===== src/sdrc_pkg.sv =====
package sdrc_pkg;

	// register offsets
	localparam logic [7:0] SDRC_CFG_OFF  = 8'h00;
	localparam logic [7:0] SDRC_TIM_OFF  = 8'h04;
	localparam logic [7:0] SDRC_STAT_OFF = 8'h08;

	// configuration fields
	localparam int SDRC_CFG_AL_LSB   = 0;
	localparam int SDRC_CFG_CL_LSB   = 4;
	localparam int SDRC_CFG_BL8_BIT  = 8;
	localparam int SDRC_CFG_WIDE_BIT = 9;

	// timing fields, counts of pclk cycles
	localparam int SDRC_TIM_RAS_LSB = 0;
	localparam int SDRC_TIM_RTP_LSB = 8;
	localparam int SDRC_TIM_CP_LSB  = 16;

	// status fields
	localparam int SDRC_STAT_RD_LSB    = 0;
	localparam int SDRC_STAT_WR_LSB    = 4;
	localparam int SDRC_STAT_OPEN_LSB  = 8;
	localparam int SDRC_STAT_CLOSE_LSB = 12;

	// reset values
	localparam logic [31:0] SDRC_CFG_RST = 32'h0000_0031;
	localparam logic [31:0] SDRC_TIM_RST = 32'h0002_0204;

	// command address bit that selects the automatic row close
	localparam int SDRC_ROW_CLOSE_BIT = 10;

	// burst and prefetch figures in link clock cycles
	localparam logic [4:0] SDRC_HALF_BL4    = 5'h02;
	localparam logic [4:0] SDRC_HALF_BL8    = 5'h04;
	localparam logic [4:0] SDRC_PF_BL8_ADD  = 5'h02;
	localparam logic [4:0] SDRC_PF_GAP      = 5'h02;
	localparam logic [3:0] SDRC_WL_OFFSET   = 4'h1;

	localparam int SDRC_BANKS = 4;

	typedef struct packed {
		logic        cs_n;
		logic        ras_n;
		logic        cas_n;
		logic        we_n;
		logic [1:0]  bank;
		logic [13:0] addr;
	} sdrc_cmd_pins_t;

	typedef struct packed {
		logic [2:0] posted_latency;
		logic [2:0] column_wait;
		logic       bl8;
		logic [7:0] ras_min;
		logic [7:0] rtp;
		logic [7:0] cp;
	} sdrc_bank_cfg_t;

	typedef enum logic [2:0] {
		SDRC_NOP = 3'h0,
		SDRC_ACT = 3'h1,
		SDRC_RD  = 3'h2,
		SDRC_WR  = 3'h3,
		SDRC_PRE = 3'h4
	} sdrc_cmd_t;

	typedef enum logic [1:0] {
		SDRC_IDLE    = 2'b00,
		SDRC_OPEN    = 2'b01,
		SDRC_WAIT    = 2'b11,
		SDRC_CLOSING = 2'b10
	} sdrc_bank_st_t;

endpackage


===== src/sdrc_bank_timer.sv =====
`timescale 1ns/1ps
module sdrc_bank_timer (
	// clock and reset
	input  wire logic                     pclk,
	input  wire logic                     presetn,
	// decoded commands for this bank
	input  wire logic                     ck_rise,
	input  wire logic                     act,
	input  wire logic                     rd_ac,
	input  wire logic                     wr_ac,
	input  wire logic                     pre,
	input  wire sdrc_pkg::sdrc_bank_cfg_t cfg,
	// bank state
	output logic                          row_open,
	output logic                          closing,
	output logic                          close_start
);
	import sdrc_pkg::*;

	sdrc_bank_st_t st_q, st_d;
	logic [7:0] ras_q, ras_d;
	logic [4:0] ck_cnt_q, ck_cnt_d;
	logic [7:0] rtp_q, rtp_d;
	logic       pf_q, pf_d;
	logic       is_rd_q, is_rd_d;
	logic [7:0] cp_q, cp_d;
	logic       open_q, open_d;
	logic       closing_q, closing_d;
	logic       start_q, start_d;
	logic [4:0] half;
	logic [4:0] pf_edge;
	logic [4:0] target;
	logic       ras_ok;
	logic       rtp_ok;

	always_comb begin
		half    = cfg.bl8 ? SDRC_HALF_BL8 : SDRC_HALF_BL4;
		pf_edge = {2'b00, cfg.posted_latency} + (cfg.bl8 ? SDRC_PF_BL8_ADD : 5'h00);
		// read: posted latency plus half burst; write: write delay plus half burst
		target  = is_rd_q ? ({2'b00, cfg.posted_latency} + half)
			: ({2'b00, cfg.posted_latency} + {2'b00, cfg.column_wait} - 5'h01 + half);
		ras_ok  = ras_q >= cfg.ras_min;
		rtp_ok  = pf_q && (rtp_q >= cfg.rtp);
		st_d     = st_q;
		ras_d    = (ras_q != 8'hFF) ? ras_q + 8'h01 : ras_q;
		ck_cnt_d = (ck_rise && ck_cnt_q != 5'h1F) ? ck_cnt_q + 5'h01 : ck_cnt_q;
		rtp_d    = (pf_q && rtp_q != 8'hFF) ? rtp_q + 8'h01 : rtp_q;
		pf_d     = pf_q;
		is_rd_d  = is_rd_q;
		cp_d     = cp_q;
		start_d  = 1'b0;
		if (!pf_q && ck_cnt_q >= pf_edge) begin
			pf_d  = 1'b1;
			rtp_d = 8'h00;
		end
		unique case (st_q)
			SDRC_IDLE: begin
				if (act) begin
					st_d  = SDRC_OPEN;
					ras_d = 8'h00;
				end
			end
			SDRC_OPEN: begin
				if (rd_ac || wr_ac) begin
					st_d     = SDRC_WAIT;
					ck_cnt_d = 5'h00;
					pf_d     = 1'b0;
					rtp_d    = 8'h00;
					is_rd_d  = rd_ac;
				end else if (pre) begin
					// controller holds the close back until the row-active minimum
					st_d    = SDRC_CLOSING;
					cp_d    = 8'h00;
					start_d = 1'b1;
				end
			end
			SDRC_WAIT: begin
				// close waits for the scheduled edge, row-active, read-to-close, prefetch gap
				if (ck_cnt_q >= target && ras_ok
					&& (!is_rd_q || (rtp_ok && ck_cnt_q >= pf_edge + SDRC_PF_GAP))) begin
					st_d    = SDRC_CLOSING;
					cp_d    = 8'h00;
					start_d = 1'b1;
				end
			end
			SDRC_CLOSING: begin
				// close period runs from the pclk cycle after the close itself, so the bank stays closing one cycle longer than cp
				cp_d = cp_q + 8'h01;
				if (cp_q >= cfg.cp) begin
					st_d = SDRC_IDLE;
				end
			end
		endcase
		open_d    = (st_d == SDRC_OPEN) || (st_d == SDRC_WAIT);
		closing_d = st_d == SDRC_CLOSING;
	end

	always_ff @(posedge pclk or negedge presetn) begin
		if (!presetn) begin
			st_q      <= SDRC_IDLE;
			ras_q     <= 8'h00;
			ck_cnt_q  <= 5'h00;
			rtp_q     <= 8'h00;
			pf_q      <= 1'b0;
			is_rd_q   <= 1'b0;
			cp_q      <= 8'h00;
			open_q    <= 1'b0;
			closing_q <= 1'b0;
			start_q   <= 1'b0;
		end else begin
			st_q      <= st_d;
			ras_q     <= ras_d;
			ck_cnt_q  <= ck_cnt_d;
			rtp_q     <= rtp_d;
			pf_q      <= pf_d;
			is_rd_q   <= is_rd_d;
			cp_q      <= cp_d;
			open_q    <= open_d;
			closing_q <= closing_d;
			start_q   <= start_d;
		end
	end

	assign row_open    = open_q;
	assign closing     = closing_q;
	assign close_start = start_q;

endmodule // sdrc_bank_timer


===== src/sdrc_autoclose.sv =====
`timescale 1ns/1ps
module sdrc_autoclose (
	// clock and reset
	input  wire logic                     pclk,
	input  wire logic                     presetn,
	// apb slave
	input  wire logic [7:0]               paddr,
	input  wire logic                     psel,
	input  wire logic                     penable,
	input  wire logic                     pwrite,
	input  wire logic [31:0]              pwdata,
	output logic      [31:0]              prdata,
	output logic                          pready,
	output logic                          pslverr,
	// memory command pins
	input  wire logic                     mem_ck,
	input  wire sdrc_pkg::sdrc_cmd_pins_t cmd_pins,
	// data strobes
	output logic                          lower_byte_strobe,
	output logic                          lower_byte_strobe_oe_n,
	output logic                          upper_byte_strobe,
	output logic                          upper_byte_strobe_oe_n,
	// bank state
	output logic [3:0]                    bank_open,
	output logic [3:0]                    bank_closing,
	output logic [3:0]                    close_start
);
	import sdrc_pkg::*;

	logic           ck_s1_q, ck_s2_q, ck_s3_q;
	sdrc_cmd_pins_t cmd_s1_q, cmd_s2_q;
	logic           ck_rise;
	sdrc_cmd_t      cmd;
	sdrc_bank_cfg_t bcfg;
	logic [3:0]     read_delay;
	logic [3:0]     write_delay;

	// link inputs pass two flip-flops
	always_ff @(posedge pclk or negedge presetn) begin
		if (!presetn) begin
			ck_s1_q  <= 1'b0;
			ck_s2_q  <= 1'b0;
			ck_s3_q  <= 1'b0;
			cmd_s1_q <= '1;
			cmd_s2_q <= '1;
		end else begin
			ck_s1_q  <= mem_ck;
			ck_s2_q  <= ck_s1_q;
			ck_s3_q  <= ck_s2_q;
			cmd_s1_q <= cmd_pins;
			cmd_s2_q <= cmd_s1_q;
		end
	end

	// command decode on each rising link clock edge
	always_comb begin
		ck_rise = ck_s2_q && !ck_s3_q;
		cmd     = SDRC_NOP;
		if (ck_rise && !cmd_s2_q.cs_n) begin
			unique case ({cmd_s2_q.ras_n, cmd_s2_q.cas_n, cmd_s2_q.we_n})
				3'b011:  cmd = SDRC_ACT;
				3'b101:  cmd = SDRC_RD;
				3'b100:  cmd = SDRC_WR;
				3'b010:  cmd = SDRC_PRE;
				default: cmd = SDRC_NOP;
			endcase
		end
	end

	// apb registers
	logic [31:0] cfg_q, cfg_d;
	logic [31:0] tim_q, tim_d;
	logic [31:0] prdata_q, prdata_d;
	logic        pready_q, pready_d;
	logic        pslverr_q, pslverr_d;
	logic [31:0] stat;

	always_comb begin
		read_delay  = {1'b0, cfg_q[SDRC_CFG_AL_LSB +: 3]} + {1'b0, cfg_q[SDRC_CFG_CL_LSB +: 3]};
		write_delay = read_delay - SDRC_WL_OFFSET;
		bcfg.posted_latency = cfg_q[SDRC_CFG_AL_LSB +: 3];
		bcfg.column_wait    = cfg_q[SDRC_CFG_CL_LSB +: 3];
		bcfg.bl8            = cfg_q[SDRC_CFG_BL8_BIT];
		bcfg.ras_min        = tim_q[SDRC_TIM_RAS_LSB +: 8];
		bcfg.rtp            = tim_q[SDRC_TIM_RTP_LSB +: 8];
		bcfg.cp             = tim_q[SDRC_TIM_CP_LSB +: 8];
		stat = 32'h0000_0000;
		stat[SDRC_STAT_RD_LSB +: 4]    = read_delay;
		stat[SDRC_STAT_WR_LSB +: 4]    = write_delay;
		stat[SDRC_STAT_OPEN_LSB +: 4]  = bank_open;
		stat[SDRC_STAT_CLOSE_LSB +: 4] = bank_closing;
		cfg_d     = cfg_q;
		tim_d     = tim_q;
		prdata_d  = 32'h0000_0000;
		pready_d  = 1'b0;
		pslverr_d = 1'b0;
		if (psel && !penable) begin
			pready_d = 1'b1;
			unique case (paddr)
				SDRC_CFG_OFF:  prdata_d = cfg_q;
				SDRC_TIM_OFF:  prdata_d = tim_q;
				SDRC_STAT_OFF: prdata_d = stat;
				default:       pslverr_d = 1'b1;
			endcase
		end
		if (psel && penable && pready_q && pwrite && !pslverr_q) begin
			if (paddr == SDRC_CFG_OFF) begin
				cfg_d = {22'h000000, pwdata[9:0]};
			end
			if (paddr == SDRC_TIM_OFF) begin
				tim_d = {8'h00, pwdata[23:0]};
			end
		end
	end

	always_ff @(posedge pclk or negedge presetn) begin
		if (!presetn) begin
			cfg_q     <= SDRC_CFG_RST;
			tim_q     <= SDRC_TIM_RST;
			prdata_q  <= 32'h0000_0000;
			pready_q  <= 1'b0;
			pslverr_q <= 1'b0;
		end else begin
			cfg_q     <= cfg_d;
			tim_q     <= tim_d;
			prdata_q  <= prdata_d;
			pready_q  <= pready_d;
			pslverr_q <= pslverr_d;
		end
	end

	assign prdata  = prdata_q;
	assign pready  = pready_q;
	assign pslverr = pslverr_q;

	// one timer per bank, each closes on its own except on a close command with the row close bit set, which reaches every timer
	genvar b;
	generate
		for (b = 0; b < SDRC_BANKS; b++) begin : g_bank
			logic hit;
			assign hit = cmd_s2_q.bank == 2'(b);
			sdrc_bank_timer u_timer (
				.pclk        (pclk),
				.presetn     (presetn),
				.ck_rise     (ck_rise),
				.act         ((cmd == SDRC_ACT) && hit),
				.rd_ac       ((cmd == SDRC_RD) && hit && cmd_s2_q.addr[SDRC_ROW_CLOSE_BIT]),
				.wr_ac       ((cmd == SDRC_WR) && hit && cmd_s2_q.addr[SDRC_ROW_CLOSE_BIT]),
				.pre         ((cmd == SDRC_PRE) && (hit || cmd_s2_q.addr[SDRC_ROW_CLOSE_BIT])),
				.cfg         (bcfg),
				.row_open    (bank_open[b]),
				.closing     (bank_closing[b]),
				.close_start (close_start[b])
			);
		end
	endgenerate

	// read burst strobe window
	logic [4:0] rd_cnt_q, rd_cnt_d;
	logic       rd_act_q, rd_act_d;
	logic       lo_q, lo_d, lo_oe_n_q, lo_oe_n_d;
	logic       hi_q, hi_d, hi_oe_n_q, hi_oe_n_d;
	logic       window;

	always_comb begin
		rd_cnt_d = (ck_rise && rd_cnt_q != 5'h1F) ? rd_cnt_q + 5'h01 : rd_cnt_q;
		rd_act_d = rd_act_q;
		if (cmd == SDRC_RD) begin
			rd_cnt_d = 5'h00;
			rd_act_d = 1'b1;
		end
		window = rd_act_q && (rd_cnt_q >= {1'b0, read_delay})
			&& (rd_cnt_q < {1'b0, read_delay}
				+ (cfg_q[SDRC_CFG_BL8_BIT] ? SDRC_HALF_BL8 : SDRC_HALF_BL4));
		lo_d      = window && ck_s2_q;
		lo_oe_n_d = !window;
		hi_d      = window && ck_s2_q && cfg_q[SDRC_CFG_WIDE_BIT];
		hi_oe_n_d = !(window && cfg_q[SDRC_CFG_WIDE_BIT]);
	end

	always_ff @(posedge pclk or negedge presetn) begin
		if (!presetn) begin
			rd_cnt_q  <= 5'h00;
			rd_act_q  <= 1'b0;
			lo_q      <= 1'b0;
			lo_oe_n_q <= 1'b1;
			hi_q      <= 1'b0;
			hi_oe_n_q <= 1'b1;
		end else begin
			rd_cnt_q  <= rd_cnt_d;
			rd_act_q  <= rd_act_d;
			lo_q      <= lo_d;
			lo_oe_n_q <= lo_oe_n_d;
			hi_q      <= hi_d;
			hi_oe_n_q <= hi_oe_n_d;
		end
	end

	assign lower_byte_strobe      = lo_q;
	assign lower_byte_strobe_oe_n = lo_oe_n_q;
	assign upper_byte_strobe      = hi_q;
	assign upper_byte_strobe_oe_n = hi_oe_n_q;

endmodule // sdrc_autoclose


===== config.mk =====
export PLATFORM = sky130hd
export DESIGN_NAME = sdrc_autoclose
export DESIGN_NICKNAME = d
export VERILOG_FILES = /design/src/sdrc_pkg.sv /design/src/sdrc_bank_timer.sv /design/src/sdrc_autoclose.sv
export SDC_FILE = /design/constraint.sdc
export NUM_CORES = 1
export LEC_CHECK = 0
export BUFFER_PORTS_ARGS = -buffer_cell sky130_fd_sc_hd__buf_2
export CAP_MARGIN = 20
export CORE_MARGIN = 4
export CORE_UTILIZATION = 40
export DETAILED_ROUTE_END_ITERATION = 16
export GPL_ROUTABILITY_DRIVEN = 0
export PLACE_DENSITY_LB_ADDON = 0.12
export SLEW_MARGIN = 40
export SYNTH_ARGS = -nofsm -noshare
export SYNTH_HDL_FRONTEND = slang
export SYNTH_HIERARCHICAL = 1
export SYNTH_SLANG_ARGS = --single-unit

===== constraint.sdc =====
create_clock -name pclk -period 5.13 [get_ports pclk]
set_clock_uncertainty 0.2 [all_clocks]
set_input_delay 0.7695 -clock pclk [delete_from_list [all_inputs] [get_ports pclk]]
set_output_delay 0.7695 -clock pclk [all_outputs]
set_load 0.02 [all_outputs]

==> run summary <==
Post-synth top cells - 212 x ha_1, 208 x dfrtp_1, 200 x inv_1
Num rows - 72
Critical Path End Type - flop
Worst endpoint required time - 5.39 ns
Count leader, synth - ha_1
Synth area leader - dfrtp_1
Worst flop-to-flop path endpoint - g_bank[0].u_timer/cp_q[2]$_DFFE_PN0P_
Crit-path max FO - 10
Endpoints failing hold - 0
Hpwl dp - 29900 µm
Synthesis-to-finish area growth - 12.7%
Setup WS pre-CTS - 0.753 ns
Top_reg_cell synth - dfrtp_1
Core area - 38800 µm²
Worst reg-to-reg path cell count - 15
CTS max path bufs - 3
Starting Density - 40.6%
Tmin final - 4.41 ns
Post-cts gate resize count - 0
Post-Layout Inst Area - 17700 µm²
Die area - 42600 µm²
Leakage - 8.17 nW
RR Startpoint - cfg_q[2]$_DFFE_PN0P_
Max frequency - 227 MHz
Initial antenna violation count - 0
Die height - 206 µm
Placed cells - 2211
Synth warnings - 6
TritonCTS clock tree - yes
Die Span X - 206 µm
Post-synth cell types - 88
RSZ-0062 raised after global routing - no
Largest net degree at the start of global routing - 90
Hold Path Class - input pin to asynchronous set/reset pin
Post-synthesis sequential area ratio - 36.7%
Setup bufs post-CTS - 0
Max-slew headroom - 49.1%
DRC Markers - 0
Run status - completed
WP data arrival - 4.67 ns
Reg clk slew, reported paths - 0.06 ns
Cell Area, Synth - 15800 µm²
Io pins - 116
Mapped Cells - 1630
Hold buffer count at CTS - 0
Count of pins over their slew limit - 0
Flops & latches, synth - 230
Vias - 11700
Clock sinks - 230
DRT Pass-1 Iters - 5
ANT cells - 0
FFs w/ async S/R, synth - 100%
Iter 0 DRT Violations - 585
DP Area - 16700 µm²
ANT nets after route - 0
Crit path launch type - flop
CTS H-tree lvls - 1
Synth top area share - 33.0%
Power Density - 375 nW/µm²
Mean cell area of the mapped netlist - 9.66 µm²
Hold_ws - 0.0286 ns
Worst-Skew Late Latency - 0.56 ns
Grt total ovfl - 0
Layout cell share with drive strength beyond 1 - 13.8%
WL final - 39300 µm
Slew @ Worst Pin - 0.759 ns
Port-buffer cells - 86
TNS Setup - 0 ns
Post-synth EDFFs - 0
R2R setup slack - 0.72 ns
Vias per cell - 5.19
Root Driver - clkbuf_16
Global-route wire length before repair - 63300 µm
Largest cells by area after synthesis - dfrtp_1 33%, ha_1 17%, inv_1 4.8%
Finish-stage setup viols - 0
Final cell count without fillers - 2263
Gr usage total - 18.7%
Wire per inst - 17.4 µm
Final Cycle Share - 85.9%
Vias in the first global route - 11600
Critical path type - flop to flop
Peak VDD IR - 0.000237 V
Max-Cap Viols - 0
CTS Buf Count - 29
Setup WS post-layout - 0.723 ns
Fin nets - 2024
==> cells by family after synthesis <==
logic type	synth area share, %
fa+ha+maj	19.6
xor+xnor	3.23
simple gates	16.5
flops	36.7
buf+inv	6.44
mux	4.43
compound gates	13.1
other cells	0.0238
==> how the worst max path moves through the flow <==
stage / slack, ns / to / start / depth (start not counted)
2_1_floorplan: 0.96 / g_bank[0].u_timer/cp_q[2]$_DFFE_PN0P_ / cfg_q[2]$_DFFE_PN0P_ / 15
6_report: 0.72 / g_bank[0].u_timer/cp_q[2]$_DFFE_PN0P_ / cfg_q[2]$_DFFE_PN0P_ / 15
4_1_cts: 0.71 / g_bank[0].u_timer/cp_q[2]$_DFFE_PN0P_ / cfg_q[2]$_DFFE_PN0P_ / 15
5_1_grt: 0.44 / g_bank[0].u_timer/cp_q[2]$_DFFE_PN0P_ / cfg_q[2]$_DFFE_PN0P_ / 15
3_5_place_dp: 0.75 / g_bank[0].u_timer/cp_q[2]$_DFFE_PN0P_ / cfg_q[2]$_DFFE_PN0P_ / 15
3_3_place_gp: 0.72 / g_bank[0].u_timer/cp_q[2]$_DFFE_PN0P_ / cfg_q[2]$_DFFE_PN0P_ / 15
==> through the flow <==
stage	power, W	utilization, %
floorplan	0.00397	-
global placement	0.00444	43.0
detailed placement	0.00452	43.1
CTS	0.00675	45.7
global route	0.00722	45.7
finish	0.00666	45.7
==> cell usage in the layout, fill, tap and decap left out, drive strengths merged, types with 7 or more instances in the layout <==
cell type	Yosys	final
a211o	7	7
a211oi	14	14
a21boi	7	7
a21o	24	24
a21oi	81	81
a22oi	7	7
a31oi	12	12
and3	36	36
buf	26	98
clkbuf	16	39
conb	1	8
dfrtp	208	208
dfstp	22	22
fa	22	22
ha	212	212
inv	202	202
mux2	34	34
mux2i	24	24
nand2	84	84
nand2b	33	33
nand3	52	52
nand4	22	22
nor2	160	160
nor2b	26	26
nor3	20	20
nor3b	8	8
o21ai	70	70
o31ai	11	11
or3	21	21
or4	10	10
xnor2	29	29
xor2	29	29
==> state kept, by name, indices dropped and copies added, names as in the netlist, 4 cells and up <==
| signal | flops |
|---|---|
| g_bank.u_timer/closing | 4 |
| cfg_q | 10 |
| tim_q | 24 |
| g_bank.u_timer/is_rd_q | 4 |
| g_bank.u_timer/close_start | 4 |
| g_bank.u_timer/st_q | 7 |
| g_bank.u_timer/pf_q | 4 |
| g_bank.u_timer/rtp_q | 32 |
| g_bank.u_timer/cp_q | 32 |
| cmd_s2_q | 7 |
| g_bank.u_timer/ck_cnt_q | 20 |
| g_bank.u_timer/ras_q | 32 |
| g_bank.u_timer/row_open | 4 |
| rd_cnt_q | 5 |
| cmd_s1_q | 7 |
| prdata | 24 |
==> layout make-up <==
cell class,count,area (µm²)
Fill cell,3703,21100
Multi-Input combinational cell,1163,9010
Sequential cell,230,5780
Clock buffer,39,793
Inverter,202,758
Tap cell,518,648
Timing Repair Buffer,98,531
Clock inverter,13,218
==> layer usage <==
metal	vias to the layer above	routed length [µm]	global-route usage, %
met3	40	1700	2.59
met1	5666	19200	27.1
met5	-	0	0
met2	179	17600	29.8
met4	0	719	4.11
li1	5850	-	-
==> power breakdown <==
group          switching [W]  internal (W)  leakage [nW]
registers           0.000495       0.00216          2.94
clock network       0.000800       0.00138         0.496
logic               0.000952      0.000885          4.73
==> worst max-delay path: stages (launching register included) <==
cell      delay, ns
dfrtp_1        0.62
inv_1          0.09
ha_1           0.28
inv_1          0.05
fa_1           0.51
ha_1           0.14
inv_1          0.04
fa_1           0.37
xnor2_1        0.19
nand2b_1       0.08
ha_1           0.29
nand2_1        0.05
o21ai_1        0.36
nand2_1        0.31
or4_1          0.53
a32oi_1        0.21
Note: power is estimated with default switching activity, not from simulation.
